## config.mk

```make
export PLATFORM = sky130hd
export DESIGN_NAME = vlp_port
export DESIGN_NICKNAME = d
export VERILOG_FILES = /design/src/inc/vlp_pkg.sv /design/src/design/vlp_port.sv
export SDC_FILE = /design/constraint.sdc
export NUM_CORES = 1
export LEC_CHECK = 0
export BUFFER_PORTS_ARGS = -buffer_cell sky130_fd_sc_hd__buf_2
export CORE_MARGIN = 4
export CORE_UTILIZATION = 54
export DETAILED_ROUTE_END_ITERATION = 7
export GPL_ROUTABILITY_DRIVEN = 0
export GPL_TIMING_DRIVEN = 0
export PLACE_DENSITY = 0.85
export SKIP_CTS_REPAIR_TIMING = 1
export SLEW_MARGIN = 20
export SYNTH_ARGS = -nofsm -noshare
export SYNTH_HDL_FRONTEND = slang
export SYNTH_SLANG_ARGS = --single-unit
```

## constraint.sdc

```tcl
create_clock -name CLK_SYS -period 2.4 [get_ports CLK_SYS]
set_input_delay 0.6 -clock CLK_SYS [delete_from_list [all_inputs] [get_ports CLK_SYS]]
set_output_delay 0.6 -clock CLK_SYS [all_outputs]
set_load 0.02 [all_outputs]
```

## src/inc/vlp_pkg.sv

```systemverilog
/*
 Constants of the link control service port.
 Assumes one 50 MHz clock and octet-wide streams on every side.
*/
package vlp_pkg;
   // ---------------------------------------------------------------
   // Unit lengths in octets
   // ---------------------------------------------------------------
   localparam logic [16:0] E_MAX_LEN = 17'h1_0000;
   localparam logic [16:0] M_MAX_LEN = 17'h1_0006;
   localparam logic [16:0] LEN_ONE   = 17'h0_0001;
   // ---------------------------------------------------------------
   // Packet header
   // ---------------------------------------------------------------
   localparam logic [2:0]  HDR_LAST  = 3'h5;
   localparam logic [2:0]  HDR_LEN   = 3'h6;
   localparam logic [2:0]  SEQ_IDX   = 3'h3;
   localparam logic [1:0]  SEQ_FLAGS = 2'h3;
   localparam logic [10:0] APID_FILL = 11'h7ff;
   localparam logic [1:0]  QUAL_VER  = 2'h1;
   // ---------------------------------------------------------------
   // Optional loss flags, fixed at design time
   // ---------------------------------------------------------------
   localparam logic        LOSS_BS_EN  = 1'h1;
   localparam logic        LOSS_ENC_EN = 1'h1;
   // ---------------------------------------------------------------
   // Unit kinds, also the source select code
   // ---------------------------------------------------------------
   localparam logic [1:0]  K_ENC  = 2'h0;
   localparam logic [1:0]  K_MUX  = 2'h1;
   localparam logic [1:0]  K_BITS = 2'h2;
   localparam logic [1:0]  K_FILL = 2'h3;
endpackage

```

## src/design/vlp_port.sv

```systemverilog
/*
 Service port of a virtual channel link control sublayer: three request
 streams merged towards the access sublayer, and one indication stream.
 Assumes request fields stay stable while their VALID is high, and that
 the indication user takes every beat (no back-pressure upward).
*/
// How it works
// - Multiplex units are whole octets, at most 65542, within configured limits.
// - Only one bitstream source per channel; bitstream stays on its own channel.
// - Bitstream beats are delivered as they come; fill is marked by kind.
// - Packet channel id comes from the packet application id field.
// - Reserved application ids are global; only user ids get qualified.
// - User ids are qualified by spacecraft id followed by version bits 01.
// - Channel unit id is spacecraft id followed by channel id.
// - Bitstream loss flag follows the loss flag from below.
// - Encapsulation loss comes from gaps in the packet sequence count.
// - Loss flag presence is fixed by package constants.
// - Encapsulation request carries unit, channel and packet channel id.
// - Encapsulated arrivals delivered with unit id, channel id and loss.
// - Each encapsulation unit is wrapped, multiplexed and sent.
// - Multiplex headers are parsed; encapsulation and bitstream stay opaque.
// - Multiplex units share the named channel with encapsulation packets.
// - Encapsulation units are whole octets, at most 65536, within limits.
module vlp_port
   import vlp_pkg::*;
(
   input  wire logic        CLK_SYS,
   input  wire logic        RSTN,
   input  wire logic [7:0]  SCID,
   input  wire logic [16:0] LEN_MIN,
   input  wire logic [16:0] LEN_MAX,
   input  wire logic [5:0]  BS_VCID,
   input  wire logic [10:0] ENC_PCID,
   input  wire logic        E_VALID,
   input  wire logic [7:0]  E_DATA,
   input  wire logic        E_LAST,
   input  wire logic [16:0] E_LEN,
   input  wire logic [5:0]  E_VCID,
   input  wire logic [10:0] E_PCID,
   output logic             E_READY,
   input  wire logic        M_VALID,
   input  wire logic [7:0]  M_DATA,
   input  wire logic        M_LAST,
   input  wire logic [16:0] M_LEN,
   input  wire logic [5:0]  M_VCID,
   output logic             M_READY,
   input  wire logic        B_VALID,
   input  wire logic [7:0]  B_DATA,
   input  wire logic        B_LAST,
   input  wire logic [5:0]  B_VCID,
   output logic             B_READY,
   output logic             REJECT,
   output logic             D_VALID,
   output logic [7:0]       D_DATA,
   output logic             D_LAST,
   output logic [13:0]      D_VCDU,
   input  wire logic        D_READY,
   input  wire logic        U_VALID,
   input  wire logic [7:0]  U_DATA,
   input  wire logic        U_LAST,
   input  wire logic        U_BITS,
   input  wire logic [13:0] U_VCDU,
   input  wire logic        U_LOSS,
   output logic             I_VALID,
   output logic [7:0]       I_DATA,
   output logic             I_LAST,
   output logic             I_HDR,
   output logic [1:0]       I_KIND,
   output logic [10:0]      I_PCID,
   output logic [13:0]      I_VCDU,
   output logic [9:0]       I_QUAL,
   output logic             I_QVALID,
   output logic             I_LOSS
);
   typedef enum logic [1:0] {S_IDLE, S_HDR, S_DATA, S_DROP} vlp_tx_t;

   function automatic logic len_bad(input logic [16:0] len,
                                    input logic [16:0] lim);
      len_bad = (len == 17'h0_0000) || (len < LEN_MIN) ||
                (len > LEN_MAX) || (len > lim);
   endfunction

   // ---------------------------------------------------------------
   // Request side
   // ---------------------------------------------------------------
   vlp_tx_t     state;
   vlp_tx_t     next_state;
   logic [1:0]  sel_q;
   logic [5:0]  vcid_q;
   logic [10:0] pcid_q;
   logic [15:0] plen_q;
   logic [2:0]  idx;
   logic [13:0] seq;
   logic        sk_valid;
   logic [22:0] sk;
   logic [7:0]  hdr_b;

   wire        any    = E_VALID | M_VALID | B_VALID;
   wire [1:0]  pick   = E_VALID ? K_ENC : (M_VALID ? K_MUX : K_BITS);
   wire        e_bad  = len_bad(E_LEN, E_MAX_LEN) || (E_VCID == BS_VCID);
   wire        m_bad  = len_bad(M_LEN, M_MAX_LEN) || (M_VCID == BS_VCID);
   wire        b_bad  = B_VCID != BS_VCID;
   wire        p_bad  = (pick == K_ENC) ? e_bad : ((pick == K_MUX) ? m_bad : b_bad);
   wire [5:0]  p_vcid = (pick == K_ENC) ? E_VCID : ((pick == K_MUX) ? M_VCID : B_VCID);
   wire        src_v  = (sel_q == K_ENC) ? E_VALID : ((sel_q == K_MUX) ? M_VALID : B_VALID);
   wire        src_r  = (sel_q == K_ENC) ? E_READY : ((sel_q == K_MUX) ? M_READY : B_READY);
   wire        src_l  = (sel_q == K_ENC) ? E_LAST : ((sel_q == K_MUX) ? M_LAST : B_LAST);
   wire [7:0]  src_d  = (sel_q == K_ENC) ? E_DATA : ((sel_q == K_MUX) ? M_DATA : B_DATA);
   wire        acc    = src_v & src_r;
   wire        hpush  = (state == S_HDR) & ~sk_valid;
   wire        push   = hpush | (acc & (state == S_DATA));
   wire        pop    = D_VALID & D_READY;
   wire [22:0] pay    = {(state == S_DATA) & src_l, SCID, vcid_q,
                         (state == S_HDR) ? hdr_b : src_d};
   wire        next_sk = sk_valid ? ~pop : (push & D_VALID & ~pop);
   wire [1:0]  next_sel = (state == S_IDLE) ? pick : sel_q;
   wire        next_rdy = (next_state == S_DROP) |
                          ((next_state == S_DATA) & ~next_sk);

   // Header of the wrapping packet; data stays untouched behind it
   always_comb begin
      unique case (idx)
         3'h0:    hdr_b = {5'h00, pcid_q[10:8]};
         3'h1:    hdr_b = pcid_q[7:0];
         3'h2:    hdr_b = {SEQ_FLAGS, seq[13:8]};
         3'h3:    hdr_b = seq[7:0];
         3'h4:    hdr_b = plen_q[15:8];
         default: hdr_b = plen_q[7:0];
      endcase
   end

   always_comb begin
      next_state = state;
      unique case (state)
         S_IDLE: begin
            if (any) begin
               next_state = p_bad ? S_DROP : ((pick == K_ENC) ? S_HDR : S_DATA);
            end
         end
         S_HDR: begin
            if (hpush && idx == HDR_LAST) begin
               next_state = S_DATA;
            end
         end
         S_DATA, S_DROP: begin
            if (acc && src_l) begin
               next_state = S_IDLE;
            end
         end
      endcase
   end

   always_ff @(posedge CLK_SYS or negedge RSTN) begin
      if (!RSTN) begin
         state   <= S_IDLE;
         sel_q   <= K_ENC;
         E_READY <= 1'b0;
         M_READY <= 1'b0;
         B_READY <= 1'b0;
      end else begin
         state   <= next_state;
         sel_q   <= next_sel;
         // Ready looks one cycle ahead so it can come from a flop
         E_READY <= next_rdy & (next_sel == K_ENC);
         M_READY <= next_rdy & (next_sel == K_MUX);
         B_READY <= next_rdy & (next_sel == K_BITS);
      end
   end

   always_ff @(posedge CLK_SYS or negedge RSTN) begin
      if (!RSTN) begin
         vcid_q <= 6'h00;
         pcid_q <= 11'h000;
         plen_q <= 16'h0000;
         REJECT <= 1'b0;
      end else begin
         REJECT <= (state == S_IDLE) & any & p_bad;
         if (state == S_IDLE && any) begin
            vcid_q <= p_vcid;
            pcid_q <= E_PCID;
            plen_q <= 16'(E_LEN - LEN_ONE);
         end
      end
   end

   always_ff @(posedge CLK_SYS or negedge RSTN) begin
      if (!RSTN) begin
         idx <= 3'h0;
         seq <= 14'h0000;
      end else if (hpush) begin
         idx <= (idx == HDR_LAST) ? 3'h0 : 3'(idx + 3'h1);
         if (idx == HDR_LAST) begin
            seq <= 14'(seq + 14'h0001);
         end
      end
   end

   // ---------------------------------------------------------------
   // Two-entry buffer towards the access sublayer
   // ---------------------------------------------------------------
   // Encapsulation and multiplex units share this path.
   always_ff @(posedge CLK_SYS or negedge RSTN) begin
      if (!RSTN) begin
         D_VALID  <= 1'b0;
         {D_LAST, D_VCDU, D_DATA} <= 23'h00_0000;
         sk_valid <= 1'b0;
         sk       <= 23'h00_0000;
      end else begin
         if (!D_VALID || pop) begin
            D_VALID <= sk_valid | push;
            {D_LAST, D_VCDU, D_DATA} <= sk_valid ? sk : pay;
         end
         sk_valid <= next_sk;
         if (push && D_VALID && !pop) begin
            sk <= pay;
         end
      end
   end

   // ---------------------------------------------------------------
   // Indication side
   // ---------------------------------------------------------------
   logic [2:0]  ridx;
   logic [2:0]  apid_hi;
   logic [5:0]  seq_hi;
   logic [13:0] seq_exp;
   logic        seen;
   logic        enc_unit;
   logic        lossp;

   wire        u_pkt   = U_VALID & ~U_BITS;
   wire [10:0] u_apid  = {apid_hi, U_DATA};
   wire        u_enc   = u_apid == ENC_PCID;
   wire [13:0] seq_now = {seq_hi, U_DATA};
   wire        at_seq  = u_pkt & (ridx == SEQ_IDX) & enc_unit;
   wire        gap     = at_seq & seen & (seq_now != seq_exp);
   wire [1:0]  u_kind  = (u_apid == APID_FILL) ? K_FILL : (u_enc ? K_ENC : K_MUX);

   always_ff @(posedge CLK_SYS or negedge RSTN) begin
      if (!RSTN) begin
         ridx     <= 3'h0;
         apid_hi  <= 3'h0;
         seq_hi   <= 6'h00;
         seq_exp  <= 14'h0000;
         seen     <= 1'b0;
         enc_unit <= 1'b0;
         lossp    <= 1'b0;
      end else if (U_VALID) begin
         ridx <= U_LAST ? 3'h0 : ((ridx == HDR_LEN) ? ridx : 3'(ridx + 3'h1));
         if (u_pkt && ridx == 3'h0) begin
            apid_hi <= U_DATA[2:0];
         end
         if (u_pkt && ridx == 3'h1) begin
            enc_unit <= u_enc;
         end
         if (u_pkt && ridx == 3'h2) begin
            seq_hi <= U_DATA[5:0];
         end
         if (at_seq) begin
            seen    <= 1'b1;
            seq_exp <= 14'(seq_now + 14'h0001);
         end
         // A gap on the closing beat is reported there, so nothing carries over
         lossp <= (gap | lossp) & ~U_LAST;
      end
   end

   always_ff @(posedge CLK_SYS or negedge RSTN) begin
      if (!RSTN) begin
         I_VALID  <= 1'b0;
         I_DATA   <= 8'h00;
         I_LAST   <= 1'b0;
         I_HDR    <= 1'b0;
         I_KIND   <= K_MUX;
         I_PCID   <= 11'h000;
         I_VCDU   <= 14'h0000;
         I_QUAL   <= 10'h000;
         I_QVALID <= 1'b0;
         I_LOSS   <= 1'b0;
      end else begin
         I_VALID <= U_VALID;
         if (U_VALID) begin
            I_DATA <= U_DATA;
            I_LAST <= U_LAST;
            I_HDR  <= u_pkt & (ridx < HDR_LEN);
            I_VCDU <= U_VCDU;
            I_QUAL <= {U_VCDU[13:6], QUAL_VER};
            // Bitstream beats pass through as they come.
            I_LOSS <= U_BITS ? (U_LOSS & LOSS_BS_EN)
                             : ((gap | lossp) & U_LAST & enc_unit & LOSS_ENC_EN);
            if (U_BITS) begin
               I_KIND   <= K_BITS;
               I_QVALID <= 1'b0;
            end else if (ridx == 3'h1) begin
               I_KIND   <= u_kind;
               I_PCID   <= u_apid;
               I_QVALID <= u_apid != APID_FILL;
            end
         end
      end
   end
endmodule

```

### Word level (Yosys, flattened, before mapping)

Cells that the tools add are included.

* flip-flop bits (word level): 184
* output and inout bits: 78

* $add $sub $neg: 5
* magnitude comparators: 7
* equal/unequal tests: 26
* multiplexer cells: 35
* bitwise logic cells: 33
* reduce and logical (&&, ||, !) cells: 37

Operator list (count)
* case mux 8 bit (5 select lines): 1
* > comparator 17 bit: 2
* > comparator 17 bit, second input constant: 2
* logical NOT 17 bit: 2
* < comparator 17 bit: 2
* adder 14 x 1 -> 14 bit, second input constant: 2
* two-way mux 8 bit: 3
* two-way mux 23 bit: 1
* AND 1 bit: 22
* two-way mux 2 bit: 11
* subtractor 16 x 1 -> 16 bit, second input constant: 1
* != test 14 bit: 1
* AND reduction 2 bit: 7
* two-way mux 1 bit: 13
* == test 3 x 2 -> 1 bit, second input constant: 4
* == test 6 bit: 2
* two-way mux 6 bit: 2
* == test 11 bit: 1
* == test 11 bit, second input constant: 1
* != test 11 bit, second input constant: 1
* == test 2 bit, second input constant: 5
* == test 3 bit, second input constant: 3
* logical OR 1 bit: 9
* two-way mux 3 bit: 3
* other kinds (16): 42

### Logic depth before layout (Yosys ltp)

Gate-level depths: netlist (run 1).

* depth in word-level cells: 14
* gate-level depth with buffers: 11
* gate-level depth less buffers: 9

### Worst setup path after synthesis (run 1)

Ideal clock, no wire load.

* path type: input -> register
* start point: in E_LEN[5]
* end point: reg M_READY
* setup time: 0.156 ns
* arrival time: 2.563 ns
* required time: 2.244 ns
* setup slack: -0.319 ns
* cell stages on the path: 6
* buffers on the path: 0
* cell sequence: or4_4 or4_4 xnor2_2 or3_2 o21ai_2 a2111oi_2

* cells in the longest elaborated chain, start to end: 13

RTL lines
* from (decl): RTL line vlp_port.sv:37 `input wire logic [16:0] E_LEN,`
* < comparator 17 bit or logical NOT 17 bit (tied branches): RTL line vlp_port.sv:79 `len_bad = (len == 17'h0_0000) || (len < LEN_MIN) ||`
* logical OR 1 bit (2 in a row): RTL line vlp_port.sv:79
* logical OR 1 bit (*): RTL line vlp_port.sv:80 `(len > LEN_MAX) || (len > lim);`
* logical OR 1 bit (*): RTL line vlp_port.sv:100 `wire e_bad = len_bad(E_LEN, E_MAX_LEN) || (E_VCID == BS_VCID);`
* two-way mux 1 bit (*): RTL line vlp_port.sv:103 `wire p_bad = (pick == K_ENC) ? e_bad : ((pick == K_MUX) ? m_bad : b_bad);`
* two-way mux 2 bit (*): RTL line vlp_port.sv:137 `next_state = p_bad ? S_DROP : ((pick == K_ENC) ? S_HDR : S_DATA);`
* two-way mux 2 bit (*): RTL line vlp_port.sv:136 `if (any) begin`
* case mux 2 bit (3 select lines) (*): RTL line vlp_port.sv:134 `unique case (state)`
* == test 2 bit: RTL line vlp_port.sv:118 `((next_state == S_DATA) & ~next_sk);`
* AND 1 bit: RTL line vlp_port.sv:118
* bitwise OR 1 bit (*): RTL line vlp_port.sv:117 `wire next_rdy = (next_state == S_DROP) |`
* AND 1 bit (*): RTL line vlp_port.sv:165 `M_READY <= next_rdy & (next_sel == K_MUX);`
* to (signal assigned): RTL line vlp_port.sv:165
* to (decl): RTL line vlp_port.sv:46 `output logic M_READY,`

Every way passes the cells marked *; elsewhere a longest branch is shown, timed or not.
A chain may end at the register's enable or synchronous reset.

### Final worst setup path (run 1)

* start point: in E_LEN[14]
* end point: reg M_READY

Same word-level chain as after synthesis.

==> results.md, run 1 <==
* Top-area cell type share of the netlist area at 42.3%
* Fillers at 1403
* DR vias at 9108
* Total track usage at 25.4%
* Max-Cap Viols at 0
* Root Driver: clkbuf_16
* Seq cells post-synth at 176
* Share of layout cells above drive strength 1 at 30.9%
* Clk slew on worst S/H paths at 70 ps
* Reg2reg end: seq_hi[0]
* Critical path class: primary input to flop
* NumNets Final at 1582
* DP Wirelength at 21200 µm
* Slew Viols, Final at 0
* Inserted Diodes at 0
* Final hold vios at 0
* CP endpoint kind: flop
* Max clock buf depth at 2
* Worst clock skew at 10.0 ps
* Vias/cell at 5.79
* Maximum vdd drop at 0.536 mV
* Ys flop type: dfrtp_1
* Mean post-synth cell area at 9.81 µm²
* Starting Density at 55.2%
* Reg-to-reg startpoint: ridx[0]
* Core area at 18800 µm²
* Worst slew pin tran at 1100 ps
* DRC errors left at 0
* Post-synth cell types at 65
* Num CTS Buffers at 17
* Die span in x at 146 µm
* I/O Pins at 259
* Die height at 146 µm
* Worst slew margin at 26.4%
* Routed WL at 27900 µm
* Num rows at 50
* Mapped Nets at 1312
* Largest net degree at the start of global routing at 93
* Initial antenna violation count at 1
* Final setup violating endpoints at 0
* First-pass GRT wire length at 45000 µm
* Power Dens Cells at 929 nW/µm²
* Ys Warns at 0
* Initial DRC Count at 642
* Worst Hold Class: primary input to async pin
* Number of synthesized flops with an enable pin at 0
* Synth Instances at 1056
* RSZ-0062 raised after global routing: true
* Sequential element share of the synthesized area at 42.5%
* Synth area leader: dfrtp_1
* Area Overhead vs Synth at 23.4%
* Total congestion overflow at 0
* FF-to-FF path depth at 5
* WP data required at 2660 ps
* Worst EP arrival at 2650 ps
* Die ar. at 21500 µm²
* Post-synth ARST share at 100%
* Final cycle utilization of the critical path at 99.9%
* Drt wl/cell at 17.8 µm
* H-tree levels at 4
* CTS tree: built
* Cells taking the most area after synthesis: dfrtp_1, ha_1, mux2_2
* Non-Filler Instances at 1573
* Dpl cells at 1542
* CP Launch Type: primary input
* Synthesized area at 10400 µm²
* Post-DRT Antenna Nets at 0
* Leakage power at 6.13 nW
* FMAX at 0.417 GHz
* Clk_lat worst skew at 420 ps
* Sink Count at 176
* First drt pass iteration count at 6
* Port-buffer cells at 251
* Status: finished, final reports clean
* Hold_ws at 164 ps
* Vias in the first global route at 9145
* Reg2Reg Setup Slack at 100 ps
* Critical Path Fanout Max at 5
* Period minus WS final at 2400 ps
layer usage:
| metal | global-route usage, % | vias to the layer above | share of wire (%) |
|---|---|---|---|
| met5 | 0 | - | 0.025 |
| met4 | 8.89 | 2 | 2.3 |
| met3 | 4.87 | 59 | 7.1 |
| met2 | 44.2 | 414 | 50 |
| met1 | 31.9 | 4367 | 40 |
| li1 | - | 4266 | - |
critical path, cell delays in order:
cell	delay, ps
buf_2	140
ha_1	280
nand3_1	90
or3_4	420
nor4_4	290
o21ai_1	110
or3_4	410
o21ai_4	200
a2111oi_4	100
per-stage QoR:
step	setup TNS [ps]	util, %	total power, mW	worst slack (ps)	cell area (µm²)
final	0	68.1	11.9	3.04	12800
after global routing	-365	68.1	12.6	-108	12800
after CTS	-2650	66.8	11.7	-203	12500
after detailed placement	-10990	63.7	8.94	-604	12000
after global placement	-349020	63.5	8.74	-1950	11900
after floorplan	-226	-	7.41	-79.5	10400
sequential cells by signal, indices dropped and copies added (netlist names), 11 cells and up:
signal   count
pcid_q      11
sk          23
plen_q      16
I_PCID      11
seq         14
I_VCDU      14
D_VCDU      14
seq_exp     14
layout by cell type (no fill, tap or decap), drive strengths merged, types with 5 or more instances in the layout:
cell    instances
a21oi          47
clkbuf         55
xnor2          36
ha             75
inv            54
buf           270
a222oi          5
nor3           15
nor4           12
o31ai           6
o21ai          97
a21o           10
nand2         144
nand2b         10
mux2i          34
dfrtp         175
mux2           75
nand3          20
o22ai           6
nor2           39
nor2b           7
a211oi          6
and3            9
nand4          19
xor2           46
or3             6
Yosys cell counts, types with 3 or more instances:
library cell / n
dfrtp_1: 175
nand2_1: 144
o21ai_0: 87
ha_1: 75
mux2_2: 73
inv_1: 48
a21oi_1: 47
xor2_1: 46
clkbuf_1: 43
nor2_1: 39
xnor2_1: 35
mux2i_1: 34
nand3_1: 20
nand4_1: 19
nor3_1: 15
nor4_1: 12
a21o_1: 10
nand2b_1: 10
and3_1: 9
buf_4: 9
o21ai_1: 9
nor2b_1: 7
o22ai_1: 6
o31ai_1: 6
a211oi_1: 5
a222oi_1: 5
or3_1: 5
a221o_1: 4
and4_1: 4
o21a_1: 4
a31oi_1: 3
buf_1: 3
nor3b_1: 3
o211ai_1: 3
cells by family after synthesis:
kind of cell | share of synthesized area (%)
compound gates | 12.1
buf+inv | 4.11
flops | 42.5
fa+ha+maj | 9.06
other cells | 0.0362
simple gates | 13.7
mux | 11.4
xor+xnor | 7.01
how the worst max path moves through the flow:
| stage | start | to | slack [ps] | cells past startpoint |
|---|---|---|---|---|
| 2_1_floorplan | LEN_MIN[2] | M_READY | -80 | 8 |
| 3_3_place_gp | RSTN | I_VCDU[1] | -1950 | 1 |
| 3_5_place_dp | M_LEN[8] | B_READY | -600 | 8 |
| 4_1_cts | idx[2] | D_DATA[2] | -200 | 10 |
| 5_1_grt | E_LEN[14] | M_READY | -110 | 9 |
| 6_report | E_LEN[14] | M_READY | 3 | 9 |
report_power, final:
group	leakage (nW)	internal [mW]	switching [mW]
Combinational	3.66	1.84	2.64
Clock	0.279	1.55	1.19
Sequential	2.20	3.93	0.718
Total	6.13	7.32	4.55
layout make-up:
| class | count | area, µm² | share of cell area [%] |
|---|---|---|---|
| Multi-Input combinational cell | 776 | 5760 | 45.1 |
| Sequential cell | 176 | 4410 | 34.5 |
| Timing Repair Buffer | 254 | 1310 | 10.3 |
| Clock buffer | 18 | 429 | 3.36 |
| Tap cell | 234 | 293 | 2.29 |
| Buffer | 53 | 243 | 1.90 |
| Inverter | 48 | 180 | 1.41 |
| Clock inverter | 14 | 154 | 1.20 |
No activity file was read; power rests on OpenSTA's default activity.
==> run 2: changes to the inputs <==
--- a/config.mk
+++ b/config.mk
@@ -11,6 +11,7 @@
 export DETAILED_ROUTE_END_ITERATION = 7
 export GPL_ROUTABILITY_DRIVEN = 0
 export GPL_TIMING_DRIVEN = 0
+export MAX_ROUTING_LAYER = met4
 export PLACE_DENSITY = 0.85
 export SKIP_CTS_REPAIR_TIMING = 1
 export SLEW_MARGIN = 20
==> results.md, run 2 (synthesized netlist as in run 1, its figures left out) <==
* Worst clock skew at 10.9 ps
* DP Wirelength at 21200 µm
* Share of layout cells above drive strength 1 at 30.9%
* Final cycle utilization of the critical path at 99.6%
* Die height at 146 µm
* Vias/cell at 5.75
* Final core utilization at 68.0%
* Initial antenna violation count at 1
* Maximum vdd drop at 0.574 mV
* Drt wl/cell at 17.8 µm
* Final setup violating endpoints at 0
* Die span in x at 146 µm
* Fillers at 1409
* Biggest register: sk
* First-pass GRT wire length at 45100 µm
* Clk_lat worst skew at 420 ps
* Non-Filler Instances at 1576
* Worst EP arrival at 2650 ps
* Most frequent cells in the layout: buf_2, dfrtp_1, nand2_1
* CTS tree: built
* Starting Density at 55.2%
* Total congestion overflow at 0
* GRT Max-Usage Layer: met2
* Vias in the first global route at 9153
* Max reg flops at 23
* Grt met2 use at 44.3%
* Area Overhead vs Synth at 23.2%
* Power Dens Cells at 933 nW/µm²
* Crit path largest cell delay at 590 ps
* Max clock buf depth at 2
* Worst Hold Class: primary input to async pin
* Met1 usage at 31.9%
* Worst slew margin at 26.7%
* I/O Pins at 259
* Reg-to-reg startpoint: ridx[0]
* FMAX at 0.418 GHz
* Period minus WS final at 2390 ps
* Buffer and inverter count on the worst path at 2
* RSZ-0062 raised after global routing: true
* H-tree levels at 4
* Num CTS Buffers at 17
* Largest net degree at the start of global routing at 93
* CP endpoint kind: flop
* Sink Count at 176
* Post-DRT Antenna Nets at 0
* Max-Cap Viols at 0
* Root Driver: clkbuf_16
* First drt pass iteration count at 5
* Power Total at 11.9 mW
* Slew Viols, Final at 0
* Largest registers: sk (23), plen_q (16)
* Core area at 18800 µm²
* Final hold vios at 0
* CP delay by family, top: simple AND/OR/NAND/NOR gates
* Status: finished, final reports clean
* Total track usage at 26.2%
* DRC errors left at 0
* Port-buffer cells at 251
* Clk slew on worst S/H paths at 70 ps
* Commonest non-fill, non-tap cell in the layout: buf_2
* M3 GR Usage at 4.59%
* Setup_tns at 0 ps
* Critical Path Fanout Max at 5
* Critical path origin: E_LEN[0]
* NumNets Final at 1584
* Slowest-stage cell, CP: or4_4
* Leakage power at 6.14 nW
* Crit path cell chain: buf_2 -> inv_1 -> ha_2 -> nand3b_1 -> or4_4 -> xnor2_2 -> or3_4 -> o21ai_4 -> a2111oi_4
* Die ar. at 21500 µm²
* WP data required at 2660 ps
* Routed WL at 28000 µm
* Worst slew pin tran at 1090 ps
* Critical path class: primary input to flop
* Initial DRC Count at 623
* CP Launch Type: primary input
* Dpl cells at 1542
* DR vias at 9063
* Num rows at 50
[run 2: changes by cell type in the layout (fill, tap and decap cells not counted), sizes merged]
cell and delta:
diode +1, buf +2
[run 2: layout make-up]
| class | instances | area, µm² | area share [%] |
|---|---|---|---|
| multi-input cells | 776 | 5730 | 44.9 |
| flip-flops and latches | 176 | 4410 | 34.6 |
| repair buffers | 256 | 1320 | 10.4 |
| clock buffers | 18 | 429 | 3.36 |
| well taps | 234 | 293 | 2.29 |
| plain buffers | 53 | 243 | 1.90 |
| inverters | 48 | 180 | 1.41 |
| clock inverters | 14 | 154 | 1.21 |
| diodes | 1 | 2.50 | 0.0196 |
[run 2: path summary, 6_finish.rpt]
kind,to,slack [ps],depth (start not counted)
max in group asynchronous,idx[1],1370,2
min in group CLK_SYS,I_VALID,350,1
hold reg to reg,I_QUAL[0],460,1
setup / recovery,M_READY,10,9
setup reg to reg,seq_hi[0],110,5
hold / removal,D_VCDU[7],180,1
[run 2: routing by layer]
layer / vias to the layer above / routed length [µm]
met4: 0 / 742
li1: 4275 / -
met2: 371 / 14100
met5: - / 0
met1: 4356 / 11400
met3: 61 / 1770
[run 2: stage by stage]
step | hold slack [ps] | worst slack, ps | cell area [µm²]
2_1_floorplan | 304 | -79.5 | 10400
3_3_place_gp | 447 | -1950 | 11900
4_1_cts | 204 | -203 | 12500
3_5_place_dp | 448 | -604 | 12000
6_report | 175 | 9.74 | 12800
5_1_grt | 221 | -47.9 | 12800
[run 2: report_power, final]
group          switching (mW)  internal, mW
clock                    1.19          1.55
combinational            2.65          1.86
sequential              0.725          3.93
==> run 3: changes to the inputs <==
==> constraint.sdc (replaced) <==
create_clock -name CLK_SYS -period 2.35 [get_ports CLK_SYS]
set_input_delay 0.5875 -clock CLK_SYS [delete_from_list [all_inputs] [get_ports CLK_SYS]]
set_output_delay 0.5875 -clock CLK_SYS [all_outputs]
set_load 0.02 [all_outputs]
==> results.md, run 3 (synthesized netlist as in run 1, its figures left out) <==
* Status: finished, final reports clean
* RSZ-0062 raised after global routing: true
* Clk_lat worst skew at 420 ps
* Final setup violating endpoints at 0
* Reg-to-reg startpoint: ridx[0]
* CP endpoint kind: flop
* Reg2reg end: seq_hi[0]
* Maximum vdd drop at 0.588 mV
* CTS tree: built
* FMAX at 0.427 GHz
* Die height at 146 µm
* Largest net degree at the start of global routing at 93
* WP data required at 2610 ps
* Fillers at 1389
* DP Worst Slack at -641 ps
* Crit path largest cell delay at 590 ps
* Final cycle utilization of the critical path at 99.6%
* Biggest register: sk
* Initial antenna violation count at 1
* Critical path class: primary input to flop
* Total congestion overflow at 0
* H-tree levels at 4
* First drt pass iteration count at 5
* Root Driver: clkbuf_16
* Vias/cell at 5.76
* Most frequent cells in the layout: buf_2, dfrtp_1, nand2_1
* Leakage power at 6.17 nW
* Multi-input gate area at 5760 µm²
* Period minus WS final at 2340 ps
* Hold_ws at 152 ps
* Critical Path Fanout Max at 5
* Die span in x at 146 µm
* Final hold vios at 0
* Slew Viols, Final at 0
* Worst Hold Class: primary input to async pin
* Power Dens Cells at 953 nW/µm²
* Max reg flops at 23
* DRC errors left at 0
* Critical path origin: E_LEN[0]
* Commonest non-fill, non-tap cell in the layout: buf_2
* Worst slew pin tran at 1120 ps
* Post-DRT Antenna Nets at 0
* Max-Cap Viols at 0
* Routed WL at 28100 µm
* Core area at 18800 µm²
* Area Overhead vs Synth at 23.9%
* Crit path cell chain: buf_2 -> inv_2 -> ha_2 -> nand3b_1 -> or4_4 -> xnor2_2 -> or3_4 -> o21ai_4 -> a2111oi_4
* Starting Density at 55.2%
* Worst slew margin at 24.4%
* Num CTS Buffers at 17
* Worst clock skew at 10.9 ps
* NumNets Final at 1588
* Vias in the first global route at 9153
* Slowest-stage cell, CP: or4_4
* Share of layout cells above drive strength 1 at 31.5%
* CP Launch Type: primary input
* Worst Setup EP: M_READY
* DP Wirelength at 21200 µm
* Port-buffer cells at 251
* Worst EP arrival at 2600 ps
* I/O Pins at 259
* Largest registers: sk (23), plen_q (16)
* DR vias at 9093
* FF-to-FF path depth at 5
* Die ar. at 21500 µm²
* Sink Count at 176
* Sequential Area at 4410 µm²
* Total track usage at 26.2%
* Setup_tns at 0 ps
* Final worst setup slack at 9.51 ps
* Clk slew on worst S/H paths at 70 ps
* Num rows at 50
* Initial DRC Count at 577
* Reg2Reg Setup Slack at 20 ps
* Drt wl/cell at 17.8 µm
* First-pass GRT wire length at 45100 µm
* Max clock buf depth at 2
==> run 3: worst min path at each step <==
| stage | from | to | slack [ps] |
|---|---|---|---|
| 6_report | RSTN | D_VCDU[7] | 150 |
| 5_1_grt | RSTN | D_VCDU[11] | 210 |
| 4_1_cts | RSTN | D_VCDU[7] | 190 |
| 3_5_place_dp | I_QUAL[0] | I_QUAL[0] | 450 |
| 3_3_place_gp | I_QUAL[0] | I_QUAL[0] | 450 |
| 2_1_floorplan | RSTN | B_READY | 290 |
==> run 3: final cells by class <==
| class | count | share of cell area, % |
|---|---|---|
| Clock inverter | 14 | 1.20 |
| Multi-Input combinational cell | 776 | 44.9 |
| Antenna cell | 1 | 0.0195 |
| Sequential cell | 176 | 34.4 |
| Tap cell | 234 | 2.28 |
| Buffer | 53 | 1.99 |
| Timing Repair Buffer | 260 | 10.5 |
| Clock buffer | 18 | 3.34 |
| Inverter | 48 | 1.40 |
==> run 3: report_power, final <==
part / total (mW) / leakage (nW) / internal [mW] / switching (mW)
clock: 2.81 / 0.279 / 1.59 / 1.22
sequential: 4.75 / 2.20 / 4.01 / 0.744
combinational: 4.66 / 3.69 / 1.94 / 2.72
==> run 3: per-stage QoR <==
step	power (mW)	area (µm²)	std cells	utilization, %
finish	12.2	12800	1580	68.4
global route	13.0	12800	1580	68.4
CTS	12.0	12500	1574	66.8
detailed placement	9.13	12000	1542	63.7
global placement	8.93	11900	1541	63.5
floorplan	7.56	10400	1056	-
==> run 3: worst max-delay path, delay by kind of cell <==
| kind | cells | cell delay, ps |
|---|---|---|
| simple gates | 3 | 1120 |
| compound gates | 2 | 330 |
| xor+xnor | 1 | 160 |
| buf+inv | 2 | 220 |
| fa+ha+maj | 1 | 190 |
==> run 3: per-layer routing <==
layer	vias to the layer above	global-route usage, %	part of all wire (%)
met1	4359	31.9	40
met2	394	44.3	50
met3	65	4.59	6.6
met5	-	-	0
li1	4275	-	-
met4	0	8.89	2.6
